$ cat src/inc/aux_io_pkg.sv
// Purpose: Shared constants and types for the camera auxiliary I/O block
// Assumes: 200 MHz system clock, AHB-Lite register access with 32-bit data
// Notes: Register offsets are byte addresses of aligned words
package aux_io_pkg;
	localparam int unsigned CLK_MHZ = 200;
	localparam int unsigned TICK_US = 1;
	localparam int unsigned TICK_CYCLES = CLK_MHZ * TICK_US;
	localparam int unsigned SYNC_STAGES = 2;

	// Register byte offsets
	localparam logic [7:0] OFS_CAM_CTRL = 8'h00;
	localparam logic [7:0] OFS_ISO_CTRL = 8'h04;
	localparam logic [7:0] OFS_TRIG_CFG = 8'h08;
	localparam logic [7:0] OFS_MONO_A = 8'h0c;
	localparam logic [7:0] OFS_MONO_B = 8'h10;
	localparam logic [7:0] OFS_PAR_DIR = 8'h14;
	localparam logic [7:0] OFS_PAR_OUT = 8'h18;
	localparam logic [7:0] OFS_PAR_IN = 8'h1c;
	localparam logic [7:0] OFS_STATUS = 8'h20;
	localparam logic [7:0] OFS_SW_EVENT = 8'h24;

	// Camera control bit source, two bits per output
	typedef enum logic [1:0] {
		CC_FORCE0,
		CC_FORCE1,
		CC_PULSE_PRI,
		CC_PULSE_SEC
	} cc_src_t;

	// Isolated output source, three bits per output
	typedef enum logic [2:0] {
		ISO_FORCE0,
		ISO_FORCE1,
		ISO_PULSE_PRI,
		ISO_PULSE_SEC,
		ISO_TRIGGER
	} iso_src_t;

	// Trigger input selection
	typedef enum logic [2:0] {
		TRG_ISO_A,
		TRG_ISO_B,
		TRG_DIFF_A1,
		TRG_DIFF_A2,
		TRG_DIFF_B1,
		TRG_DIFF_B2,
		TRG_SOFTWARE,
		TRG_NONE
	} trig_src_t;

	// Field positions
	localparam int unsigned TRIG_SRC_LSB = 0;
	localparam int unsigned TRIG_EDGE_BIT = 3;
	localparam int unsigned TRIG_POL_BIT = 4;
	localparam int unsigned MONO_SRC_LSB = 8;
	localparam int unsigned STAT_DIFF_LSB = 0;
	localparam int unsigned STAT_ISO_LSB = 4;
	localparam int unsigned STAT_PULSE_LSB = 6;
	localparam int unsigned STAT_TRIG_BIT = 8;
	localparam int unsigned STAT_LEN_LSB = 9;
	localparam logic [31:0] RESET_ZERO = 32'h0000_0000;

	// Raw pin group sampled together
	typedef struct packed {
		logic [1:0] len;
		logic [1:0] diff_b;
		logic [1:0] diff_a;
		logic iso_b;
		logic iso_a;
	} pin_in_t;
endpackage

$ cat src/aux_io_top.sv
// Purpose: Camera control, isolated, differential and parallel I/O of a frame grabber
// Assumes: AHB-Lite slave, single 32-bit transfers, one wait state on reads
// Notes: Parallel port pins are two-way as in, out and output enable signals
// How it works
// - Each of the four camera control bits is forced to 0 or 1 or follows one exposure pulse.
// - The four single-ended copies always mirror the camera control bits.
// - The isolated group has two inputs and two outputs.
// - The first bit of each isolated pair is an input and the second an output.
// - Each isolated output is forced by software, follows a timer pulse, or follows the trigger.
// - Two 2-bit differential inputs are readable as status and usable as trigger inputs.
// - Each 8-bit parallel port is wholly input or wholly output by its own direction bit.
// - Pin index zero is the least significant bit of each parallel port value.
// - While latch enable is low a port read returns the live pins.
// - A rising latch enable captures the pins and reads return that capture while it stays high.
// - Two monostables share one start event and each has its own period in microseconds.
// - The trigger input is detected by level or by edge as software selects.
`timescale 1ns/1ps
`default_nettype none
module aux_io_top
	import aux_io_pkg::*;
#(
	parameter int unsigned PORT_W = 8
) (
	input wire logic CLK_IN,
	input wire logic RST_N_IN,
	input wire logic HSEL_IN,
	input wire logic [31:0] HADDR_IN,
	input wire logic [1:0] HTRANS_IN,
	input wire logic HWRITE_IN,
	input wire logic [2:0] HSIZE_IN,
	input wire logic [31:0] HWDATA_IN,
	input wire logic HREADY_IN,
	output logic [31:0] HRDATA_OUT,
	output logic HREADYOUT_OUT,
	output logic HRESP_OUT,
	output logic [3:0] CAMERA_CTRL_OUT,
	output logic [3:0] CTRL_COPY_OUT,
	input wire logic ISO_IN_A_IN,
	input wire logic ISO_IN_B_IN,
	output logic ISO_OUT_A_OUT,
	output logic ISO_OUT_B_OUT,
	input wire logic [1:0] DIFF_IN_A_IN,
	input wire logic [1:0] DIFF_IN_B_IN,
	input wire logic [PORT_W-1:0] PAR_PORT_A_IN,
	output logic [PORT_W-1:0] PAR_PORT_A_OUT,
	output logic PAR_PORT_A_OE_OUT,
	input wire logic [PORT_W-1:0] PAR_PORT_B_IN,
	output logic [PORT_W-1:0] PAR_PORT_B_OUT,
	output logic PAR_PORT_B_OE_OUT,
	input wire logic LATCH_EN_A_IN,
	input wire logic LATCH_EN_B_IN
);
	import aux_io_pkg::*;

	pin_in_t pins_raw;
	pin_in_t pins;
	logic [2*PORT_W-1:0] par_raw;
	logic [2*PORT_W-1:0] par_sync;
	logic [1:0] len_prev;
	logic [PORT_W-1:0] cap_a;
	logic [PORT_W-1:0] cap_b;
	logic [PORT_W-1:0] read_a;
	logic [PORT_W-1:0] read_b;
	logic [7:0] cam_ctrl;
	logic [5:0] iso_ctrl;
	logic [31:0] trig_cfg;
	logic [31:0] period_a;
	logic [31:0] period_b;
	logic [1:0] par_dir;
	logic [2*PORT_W-1:0] par_out;
	logic sw_event;
	logic trig_sel;
	logic trig_prev;
	logic trig_hit;
	logic hit_prev;
	logic mono_start;
	logic pulse_pri;
	logic pulse_sec;
	logic dphase_valid;
	logic dphase_write;
	logic [7:0] dphase_addr;
	logic [31:0] next_rdata;
	logic [3:0] next_cam;
	logic [1:0] next_iso;

	// Picks the requested camera control bit level
	function automatic logic cc_level(input logic [1:0] sel, input logic pri, input logic sec);
		case (cc_src_t'(sel))
			CC_FORCE1: cc_level = 1'b1;
			CC_PULSE_PRI: cc_level = pri;
			CC_PULSE_SEC: cc_level = sec;
			default: cc_level = 1'b0;
		endcase
	endfunction

	// Picks the requested isolated output level
	function automatic logic iso_level(input logic [2:0] sel, input logic pri, input logic sec,
			input logic trg);
		case (iso_src_t'(sel))
			ISO_FORCE1: iso_level = 1'b1;
			ISO_PULSE_PRI: iso_level = pri;
			ISO_PULSE_SEC: iso_level = sec;
			ISO_TRIGGER: iso_level = trg;
			default: iso_level = 1'b0;
		endcase
	endfunction

	// Only the first bit of each isolated pair is sampled as input
	assign pins_raw = '{len: {LATCH_EN_B_IN, LATCH_EN_A_IN}, diff_b: DIFF_IN_B_IN,
		diff_a: DIFF_IN_A_IN, iso_b: ISO_IN_B_IN, iso_a: ISO_IN_A_IN};
	assign par_raw = {PAR_PORT_B_IN, PAR_PORT_A_IN};

	// All external levels pass two flops first
	aux_io_sync #(.WIDTH($bits(pin_in_t))) u_pin_sync (
		.clk_in(CLK_IN),
		.rst_n_in(RST_N_IN),
		.async_in(pins_raw),
		.sync_out(pins)
	);

	aux_io_sync #(.WIDTH(2*PORT_W)) u_par_sync (
		.clk_in(CLK_IN),
		.rst_n_in(RST_N_IN),
		.async_in(par_raw),
		.sync_out(par_sync)
	);

	// Capture on the rising latch enable; the edge uses synchronised levels only
	always_ff @(posedge CLK_IN) begin
		if (!RST_N_IN) begin
			len_prev <= 2'b00;
			cap_a <= '0;
			cap_b <= '0;
		end else begin
			len_prev <= pins.len;
			if (pins.len[0] && !len_prev[0]) begin
				cap_a <= par_sync[PORT_W-1:0];
			end
			if (pins.len[1] && !len_prev[1]) begin
				cap_b <= par_sync[2*PORT_W-1:PORT_W];
			end
		end
	end

	// Live pins while latch is low, capture while high; the capture is valid
	// one cycle after the rising edge, so the edge cycle still shows live pins
	always_comb begin
		read_a = (pins.len[0] && len_prev[0]) ? cap_a : par_sync[PORT_W-1:0];
		read_b = (pins.len[1] && len_prev[1]) ? cap_b : par_sync[2*PORT_W-1:PORT_W];
	end

	// Trigger source selection among isolated and differential inputs
	always_comb begin
		case (trig_src_t'(trig_cfg[TRIG_SRC_LSB +: 3]))
			TRG_ISO_A: trig_sel = pins.iso_a;
			TRG_ISO_B: trig_sel = pins.iso_b;
			TRG_DIFF_A1: trig_sel = pins.diff_a[0];
			TRG_DIFF_A2: trig_sel = pins.diff_a[1];
			TRG_DIFF_B1: trig_sel = pins.diff_b[0];
			TRG_DIFF_B2: trig_sel = pins.diff_b[1];
			TRG_SOFTWARE: trig_sel = 1'b0;
			default: trig_sel = 1'b0;
		endcase
		// Inversion lets an active-low sensor use the same level and edge logic
		if (trig_cfg[TRIG_POL_BIT]) begin
			trig_sel = !trig_sel;
		end
	end

	// Level or edge detection of the selected trigger input
	always_ff @(posedge CLK_IN) begin
		if (!RST_N_IN) begin
			trig_prev <= 1'b0;
			trig_hit <= 1'b0;
			hit_prev <= 1'b0;
		end else begin
			trig_prev <= trig_sel;
			hit_prev <= trig_hit;
			if (trig_cfg[TRIG_EDGE_BIT]) begin
				trig_hit <= trig_sel && !trig_prev;
			end else begin
				trig_hit <= trig_sel;
			end
		end
	end

	// One shared start for both monostables: trigger or software event. Without
	// the retrigger bit a held level starts the timers once, on its first hit;
	// edge hits last one cycle, so the same test serves both detection modes
	always_comb begin
		if (trig_src_t'(trig_cfg[TRIG_SRC_LSB +: 3]) == TRG_SOFTWARE) begin
			mono_start = sw_event;
		end else begin
			mono_start = trig_hit && (trig_cfg[MONO_SRC_LSB] || !hit_prev);
		end
	end

	aux_io_mono #(.TICK(TICK_CYCLES)) u_mono_pri (
		.clk_in(CLK_IN),
		.rst_n_in(RST_N_IN),
		.start_in(mono_start),
		.period_us_in(period_a),
		.pulse_out(pulse_pri)
	);

	aux_io_mono #(.TICK(TICK_CYCLES)) u_mono_sec (
		.clk_in(CLK_IN),
		.rst_n_in(RST_N_IN),
		.start_in(mono_start),
		.period_us_in(period_b),
		.pulse_out(pulse_sec)
	);

	// Output source muxes, repeated per bit
	genvar gi;
	generate
		for (gi = 0; gi < 4; gi++) begin : g_cam
			assign next_cam[gi] = cc_level(cam_ctrl[2*gi +: 2], pulse_pri, pulse_sec);
		end
		for (gi = 0; gi < 2; gi++) begin : g_iso
			assign next_iso[gi] = iso_level(iso_ctrl[3*gi +: 3], pulse_pri, pulse_sec,
				trig_hit);
		end
	endgenerate

	// Registered pin drivers; copies share the same next value so never diverge
	always_ff @(posedge CLK_IN) begin
		if (!RST_N_IN) begin
			CAMERA_CTRL_OUT <= '0;
			CTRL_COPY_OUT <= '0;
			ISO_OUT_A_OUT <= 1'b0;
			ISO_OUT_B_OUT <= 1'b0;
			PAR_PORT_A_OUT <= '0;
			PAR_PORT_B_OUT <= '0;
			PAR_PORT_A_OE_OUT <= 1'b0;
			PAR_PORT_B_OE_OUT <= 1'b0;
		end else begin
			CAMERA_CTRL_OUT <= next_cam;
			CTRL_COPY_OUT <= next_cam;
			ISO_OUT_A_OUT <= next_iso[0];
			ISO_OUT_B_OUT <= next_iso[1];
			PAR_PORT_A_OUT <= par_out[PORT_W-1:0];
			PAR_PORT_B_OUT <= par_out[2*PORT_W-1:PORT_W];
			PAR_PORT_A_OE_OUT <= par_dir[0];
			PAR_PORT_B_OE_OUT <= par_dir[1];
		end
	end

	// AHB-Lite address phase capture; always OKAY, reads take one wait state
	// The capture waits for HREADY so a stalled data phase keeps its address
	always_ff @(posedge CLK_IN) begin
		if (!RST_N_IN) begin
			dphase_valid <= 1'b0;
			dphase_write <= 1'b0;
			dphase_addr <= '0;
		end else if (HREADY_IN) begin
			dphase_valid <= HSEL_IN && HTRANS_IN[1];
			dphase_write <= HWRITE_IN;
			dphase_addr <= HADDR_IN[7:0];
		end
	end

	// Register writes in the data phase; unmapped offsets are ignored
	// The software start is a one-cycle strobe, cleared on the next edge
	always_ff @(posedge CLK_IN) begin
		if (!RST_N_IN) begin
			cam_ctrl <= '0;
			iso_ctrl <= '0;
			trig_cfg <= {RESET_ZERO[31:3], TRG_NONE};
			period_a <= RESET_ZERO;
			period_b <= RESET_ZERO;
			par_dir <= 2'b00;
			par_out <= '0;
			sw_event <= 1'b0;
		end else begin
			sw_event <= 1'b0;
			if (dphase_valid && dphase_write) begin
				if (dphase_addr == OFS_CAM_CTRL) begin
					cam_ctrl <= HWDATA_IN[7:0];
				end else if (dphase_addr == OFS_ISO_CTRL) begin
					iso_ctrl <= HWDATA_IN[5:0];
				end else if (dphase_addr == OFS_TRIG_CFG) begin
					trig_cfg <= HWDATA_IN;
				end else if (dphase_addr == OFS_MONO_A) begin
					period_a <= HWDATA_IN;
				end else if (dphase_addr == OFS_MONO_B) begin
					period_b <= HWDATA_IN;
				end else if (dphase_addr == OFS_PAR_DIR) begin
					par_dir <= HWDATA_IN[1:0];
				end else if (dphase_addr == OFS_PAR_OUT) begin
					par_out <= HWDATA_IN[2*PORT_W-1:0];
				end else if (dphase_addr == OFS_SW_EVENT) begin
					sw_event <= HWDATA_IN[0];
				end
			end
		end
	end

	// Read mux, address decided from the registered address phase
	always_comb begin
		next_rdata = RESET_ZERO;
		if (dphase_addr == OFS_CAM_CTRL) begin
			next_rdata[7:0] = cam_ctrl;
		end else if (dphase_addr == OFS_ISO_CTRL) begin
			next_rdata[5:0] = iso_ctrl;
		end else if (dphase_addr == OFS_TRIG_CFG) begin
			next_rdata = trig_cfg;
		end else if (dphase_addr == OFS_MONO_A) begin
			next_rdata = period_a;
		end else if (dphase_addr == OFS_MONO_B) begin
			next_rdata = period_b;
		end else if (dphase_addr == OFS_PAR_DIR) begin
			next_rdata[1:0] = par_dir;
		end else if (dphase_addr == OFS_PAR_OUT) begin
			next_rdata[2*PORT_W-1:0] = par_out;
		end else if (dphase_addr == OFS_PAR_IN) begin
			next_rdata[2*PORT_W-1:0] = {read_b, read_a};
		end else if (dphase_addr == OFS_STATUS) begin
			next_rdata[STAT_DIFF_LSB +: 4] = {pins.diff_b, pins.diff_a};
			next_rdata[STAT_ISO_LSB +: 2] = {pins.iso_b, pins.iso_a};
			next_rdata[STAT_PULSE_LSB +: 2] = {pulse_sec, pulse_pri};
			next_rdata[STAT_TRIG_BIT] = trig_hit;
			next_rdata[STAT_LEN_LSB +: 2] = pins.len;
		end
	end

	// Read data is loaded only in the wait cycle of a read and then held, so the
	// master finds a stable word at the edge that ends the data phase
	always_ff @(posedge CLK_IN) begin
		if (!RST_N_IN) begin
			HRDATA_OUT <= RESET_ZERO;
			HREADYOUT_OUT <= 1'b1;
			HRESP_OUT <= 1'b0;
		end else begin
			if (dphase_valid && !dphase_write && !HREADYOUT_OUT) begin
				HRDATA_OUT <= next_rdata;
			end
			// One wait state per read gives the read mux a full registered cycle
			HREADYOUT_OUT <= !(HREADY_IN && HSEL_IN && HTRANS_IN[1] && !HWRITE_IN);
			HRESP_OUT <= 1'b0;
		end
	end
endmodule
`default_nettype wire

$ cat src/aux_io_sync.sv
// Purpose: Two-flop synchroniser for a group of asynchronous pins
// Assumes: One destination clock
// Notes: The first stage is read only by the second stage
`timescale 1ns/1ps
`default_nettype none
module aux_io_sync #(
	parameter int unsigned WIDTH = 8
) (
	input wire logic clk_in,
	input wire logic rst_n_in,
	input wire logic [WIDTH-1:0] async_in,
	output logic [WIDTH-1:0] sync_out
);
	logic [WIDTH-1:0] meta;

	// Double register against metastability
	always_ff @(posedge clk_in) begin
		if (!rst_n_in) begin
			meta <= '0;
			sync_out <= '0;
		end else begin
			meta <= async_in;
			sync_out <= meta;
		end
	end
endmodule
`default_nettype wire

$ cat src/aux_io_mono.sv
// Purpose: Monostable exposure pulse timer with 1 us resolution
// Assumes: Start is a one-cycle pulse
// Notes: A start during a running pulse restarts it
`timescale 1ns/1ps
`default_nettype none
module aux_io_mono #(
	parameter int unsigned TICK = 200
) (
	input wire logic clk_in,
	input wire logic rst_n_in,
	input wire logic start_in,
	input wire logic [31:0] period_us_in,
	output logic pulse_out
);
	logic [31:0] remain;
	logic [15:0] tick_cnt;

	// Microsecond prescaler and remaining-time count
	always_ff @(posedge clk_in) begin
		if (!rst_n_in) begin
			remain <= '0;
			tick_cnt <= '0;
			pulse_out <= 1'b0;
		end else if (start_in) begin
			remain <= period_us_in;
			tick_cnt <= '0;
			pulse_out <= (period_us_in != '0);
		end else if (remain != '0) begin
			if (tick_cnt == 16'(TICK - 1)) begin
				tick_cnt <= '0;
				remain <= remain - 32'h0000_0001;
				pulse_out <= (remain != 32'h0000_0001);
			end else begin
				tick_cnt <= tick_cnt + 16'h0001;
			end
		end
	end
endmodule
`default_nettype wire

$ cat config.mk
export PLATFORM = sky130hd
export DESIGN_NAME = aux_io_top
export DESIGN_NICKNAME = d
export VERILOG_FILES = /design/src/inc/aux_io_pkg.sv /design/src/aux_io_top.sv /design/src/aux_io_sync.sv /design/src/aux_io_mono.sv
export SDC_FILE = /design/constraint.sdc
export NUM_CORES = 1
export LEC_CHECK = 0
export ABC_AREA = 1
export BUFFER_PORTS_ARGS = -buffer_cell sky130_fd_sc_hd__buf_2
export CAP_MARGIN = 0
export CORE_MARGIN = 2
export CORE_UTILIZATION = 30
export DETAILED_ROUTE_END_ITERATION = 7
export GPL_TIMING_DRIVEN = 0
export MAX_ROUTING_LAYER = met4
export PLACE_DENSITY_LB_ADDON = 0.3
export SYNTH_ARGS = -nofsm -noshare
export SYNTH_HDL_FRONTEND = slang
export SYNTH_HIERARCHICAL = 1
export SYNTH_SLANG_ARGS = --single-unit
$ cat constraint.sdc
create_clock -name CLK_IN -period 2 [get_ports CLK_IN]
set_input_delay 0.2 -clock CLK_IN [delete_from_list [all_inputs] [get_ports CLK_IN]]
set_output_delay 0.2 -clock CLK_IN [all_outputs]
set_load 0.005 [all_outputs]
==> reports/qor.json <==
{
  "track_usage": {"value": 19.47, "unit": "%"},
  "coreArea": {"value": 59020, "unit": "um2"},
  "utilization_of_the_core_after_routing": {"value": 37.42, "unit": "%"},
  "crit_path_start": {"value": "trig_cfg[0]"},
  "clkTransAtPathRegs": {"value": 60, "unit": "ps"},
  "combPwrFrac": {"value": 5.3, "unit": "%"},
  "rsz0062_at_grt": {"value": "true"},
  "skew": {"value": 32.43, "unit": "ps"},
  "internal_power": {"value": 12.24, "unit": "mW"},
  "cp_data_required_time": {"value": 2500, "unit": "ps"},
  "detail_route.iter0.violations": {"value": 1257},
  "nets": {"value": 2929},
  "crit_arrival": {"value": 2410, "unit": "ps"},
  "tightestPinTransition": {"value": 963.5, "unit": "ps"},
  "synth.top_cell.area_share": {"value": 40.55, "unit": "%"},
  "worst-setup-path-type": {"value": "reg2reg"},
  "netlist.top_cell.by_area": {"value": "dfxtp_1"},
  "ir_drop": {"value": 535.9, "unit": "uV"},
  "dr.pass1.iters": {"value": 5},
  "seq_power_share": {"value": 45.6, "unit": "%"},
  "cp_slowest_stage_delay": {"value": 370, "unit": "ps"},
  "crit_fanout": {"value": 10},
  "async_reset_ff_share": {"value": 0, "unit": "%"},
  "fp.dieArea": {"value": 61710, "unit": "um2"},
  "gr-total-overflow": {"value": 0},
  "finalWeightedCongestion": {"value": 0.9216},
  "tritoncts": {"value": "built"},
  "viasPerCell": {"value": 4.736},
  "final-setup-viol-count": {"value": 0},
  "timing.critical_path.buf_inv": {"value": 5},
  "yosys-top-cells-area": {"value": "dfxtp_1 (41%), nand2_1 (14%), nor2_1 (6.7%)"},
  "cts_num_sinks": {"value": 363},
  "path_cells": {"value": "inv_2 -> nand3_4 -> a21oi_4 -> buf_8 -> inv_1 -> nand2_1 -> nand2_4 -> inv_2 -> buf_6 -> nand2_1 -> a21oi_1"},
  "synth.cell_area": {"value": 17920, "unit": "um2"},
  "synthDistinctLibCells": {"value": 47},
  "worst_hold_launch": {"value": "RST_N_IN"},
  "max_cap_viol_count": {"value": 0},
  "synthesis.area_per_instance": {"value": 7.006, "unit": "um2"},
  "max_freq": {"value": 526.0, "unit": "MHz"},
  "hold_violations": {"value": 0},
  "detailed_place_hpwl": {"value": 44.71, "unit": "mm"},
  "cp-start-kind": {"value": "flop"},
  "clock_buffer_count_from_cts": {"value": 43},
  "drt.antenna.violating_nets": {"value": 0},
  "synthesis.yosys.warnings": {"value": 6},
  "synth_cells": {"value": 2558},
  "antenna_violations_before_repair": {"value": 0},
  "swShare": {"value": 24.14, "unit": "%"},
  "areaGrowthSynthToFinish": {"value": 23.24, "unit": "%"},
  "synth.yosys.seq_area_share": {"value": 40.55, "unit": "%"},
  "die_y": {"value": 248.4, "unit": "um"},
  "drt-wirelength-per-cell": {"value": 16.39, "unit": "um"},
  "postSynth.topFlopCell": {"value": "dfxtp_1"},
  "post-synth-top-count-cell": {"value": "nand2_1"},
  "num_io_pins": {"value": 160},
  "antenna_cells_inserted": {"value": 0},
  "die_w": {"value": 248.4, "unit": "um"},
  "ff2ff_setup_slack": {"value": 100, "unit": "ps"},
  "drt_drc_violations_left": {"value": 0},
  "layout_worst_path_cycle_share": {"value": 95.06, "unit": "%"},
  "synthTopCellsByCount": {"value": "nand2_1 (651), dfxtp_1 (363), nor2_1 (320)"},
  "route.final.wire_length": {"value": 59.53, "unit": "mm"},
  "fin_tns_setup": {"value": 0, "unit": "ps"},
  "post-route-min-period": {"value": 1901, "unit": "ps"},
  "synth_fp_nets": {"value": 2662},
  "flop_and_latch_count_out_of_synthesis": {"value": 363},
  "cts.htree.levels": {"value": 2},
  "leakage_power_of_the_design": {"value": 10.12, "unit": "nW"},
  "report.final.slew_viol_count": {"value": 0},
  "post_synth_edffs": {"value": 0},
  "starting_density_of_the_core": {"value": 30.36, "unit": "%"},
  "cellPowerDensity": {"value": 730.3, "unit": "nW/um2"},
  "slew_headroom": {"value": 35.77, "unit": "%"},
  "status": {"value": "completed"},
  "holdCritPathClass": {"value": "in2reg"},
  "route.vias.total": {"value": 17200},
  "portBuffers": {"value": 130},
  "layout-drive-gt1-share": {"value": 16.13, "unit": "%"},
  "placement_rows": {"value": 89},
  "clock_tree.buffer_depth": {"value": 3},
  "r2r_start": {"value": "trig_cfg[0]"},
  "grt_pass1_vias": {"value": 16350},
  "clock_tree.root_cell": {"value": "clkbuf_16"},
  "clk-insertion-delay-late": {"value": 590, "unit": "ps"},
  "cp_slowest_cell": {"value": "dfxtp_4"},
  "grt_max_degree": {"value": 16},
  "switchingPower": {"value": 3.894, "unit": "mW"},
  "worst_path_top_cell_family_by_delay": {"value": "buffers and inverters"},
  "timing.critical_path.to_type": {"value": "flop"},
  "first_pass_grt_wire_length": {"value": 93.03, "unit": "mm"},
  "pwr-share-clk": {"value": 49.1, "unit": "%"}
}
-- power by group through the flow --
stage | logic (mW) | clock network, mW | registers (mW)
CTS | 0.835 | 8.09 | 7.35
finish | 0.859 | 7.92 | 7.35
global route | 0.936 | 8.39 | 7.36
global placement | 0.723 | 0 | 7.51
floorplan | 0.428 | 0 | 7.50
detailed placement | 0.722 | 0 | 7.51
-- tightest hold or removal path, stage by stage --
cell,delay [ps]
buf_2,280
nand2_1,120
inv_1,30
-- flip-flops by register name, indices dropped and copies added (netlist names), 2 cells and up --
| name | cells |
|---|---|
| u_pin_sync/meta | 8 |
| iso_ctrl | 6 |
| PAR_PORT_A_OUT | 8 |
| u_mono_pri/remain | 32 |
| period_b | 32 |
| HRDATA_OUT | 32 |
| u_mono_sec/remain | 32 |
| period_a | 32 |
| cam_ctrl | 8 |
| trig_cfg | 32 |
| par_dir | 2 |
| len_prev | 2 |
| par_out | 16 |
| u_par_sync/meta | 16 |
| u_par_sync/sync_out | 16 |
| PAR_PORT_B_OUT | 8 |
| dphase_addr | 8 |
| CTRL_COPY_OUT | 4 |
| u_mono_pri/tick_cnt | 16 |
| u_pin_sync/sync_out | 8 |
| u_mono_sec/tick_cnt | 16 |
| cap_a | 8 |
| cap_b | 8 |
-- kinds of logic (layout without fill, tap and decap cells) --
kind of cell | count (synthesis) | in the layout | synth area share (%)
simple gates | 1231 | 1231 | 30.12
other cells | 1 | 1 | 0.02093
flops | 363 | 363 | 40.55
xor+xnor | 43 | 43 | 2.102
compound gates | 511 | 511 | 16.86
fa+ha+maj | 6 | 6 | 0.4189
buf+inv | 403 | 703 | 9.928
-- cells in the final DEF, fill, tap and decap left out, types with 17 or more instances in the layout --
cell           Yosys  final
a21oi_1          235    234
buf_6             18     22
o21ai_1           13     19
a21boi_1          20     20
a211oi_2          28     28
nor2_1           320    311
nand2_1          651    647
nand4_1           34     34
xnor2_1           24     24
nor3_1            22     22
o21ai_0          155    148
nand3_1          111    109
xor2_1            19     19
nand2_2           30     33
buf_4             17     38
dfxtp_1          363    360
inv_1            282    279
dlygate4sd3_1      0     68
nor2_4            16     22
buf_2             24    147
o211ai_1          17     17
clkbuf_16          0     43
clkbuf_1          40     39
-- worst paths after layout --
path                                                 to  cells after the start
worst min-delay path            u_par_sync/sync_out[13]                      3
worst max register to register     u_mono_sec/remain[8]                     11
worst max-delay path               u_mono_sec/remain[8]                     11
worst min register to register   u_par_sync/sync_out[3]                      2
-- cell type report --
| class | count | area (um2) |
|---|---|---|
| buffer | 106 | 742.0 |
| clock buffer | 62 | 1247 |
| clock inverter | 16 | 173.9 |
| fill | 6340 | 36930 |
| inverter | 297 | 1132 |
| multi-input combinational | 1792 | 9000 |
| sequential | 363 | 7273 |
| tap | 773 | 967.2 |
| timing repair buffer | 222 | 1549 |
-- layer usage --
metal  vias to the layer above  global-route usage (%)  share of wire, %
met5                         -                       -                 0
met4                         0                   5.321               2.3
met3                        81                   2.345               5.1
met2                       466                   30.78                45
met1                      7912                   26.20                48
li1                       8736                       -                 -
-- metrics by stage --
step | cell area (um2) | setup WS [ps] | hold slack, ps | std cells | power (mW)
floorplan | 17920 | 216.6 | 290.0 | 2558 | 7.927
finish | 22080 | 98.74 | 122.1 | 3631 | 16.13
detailed placement | 19540 | -792.9 | 384.5 | 3461 | 8.233
global route | 22080 | -2.062 | 113.4 | 3631 | 16.68
global placement | 19540 | -799.3 | 383.7 | 3461 | 8.233
CTS | 21820 | 0.01066 | 86.32 | 3617 | 16.27
-- what timing repair did --
item                                   in CTS  in global routing
gates cloned                                1                  0
hold buffers                               68                  0
gates resized for setup                    32                 55
pin swaps                                   3                 12
endpoints found under the hold margin     121                  0
setup endpoints to repair                 101                116
buffers inserted                            9                 14
(Power assumes the default switching activity.)
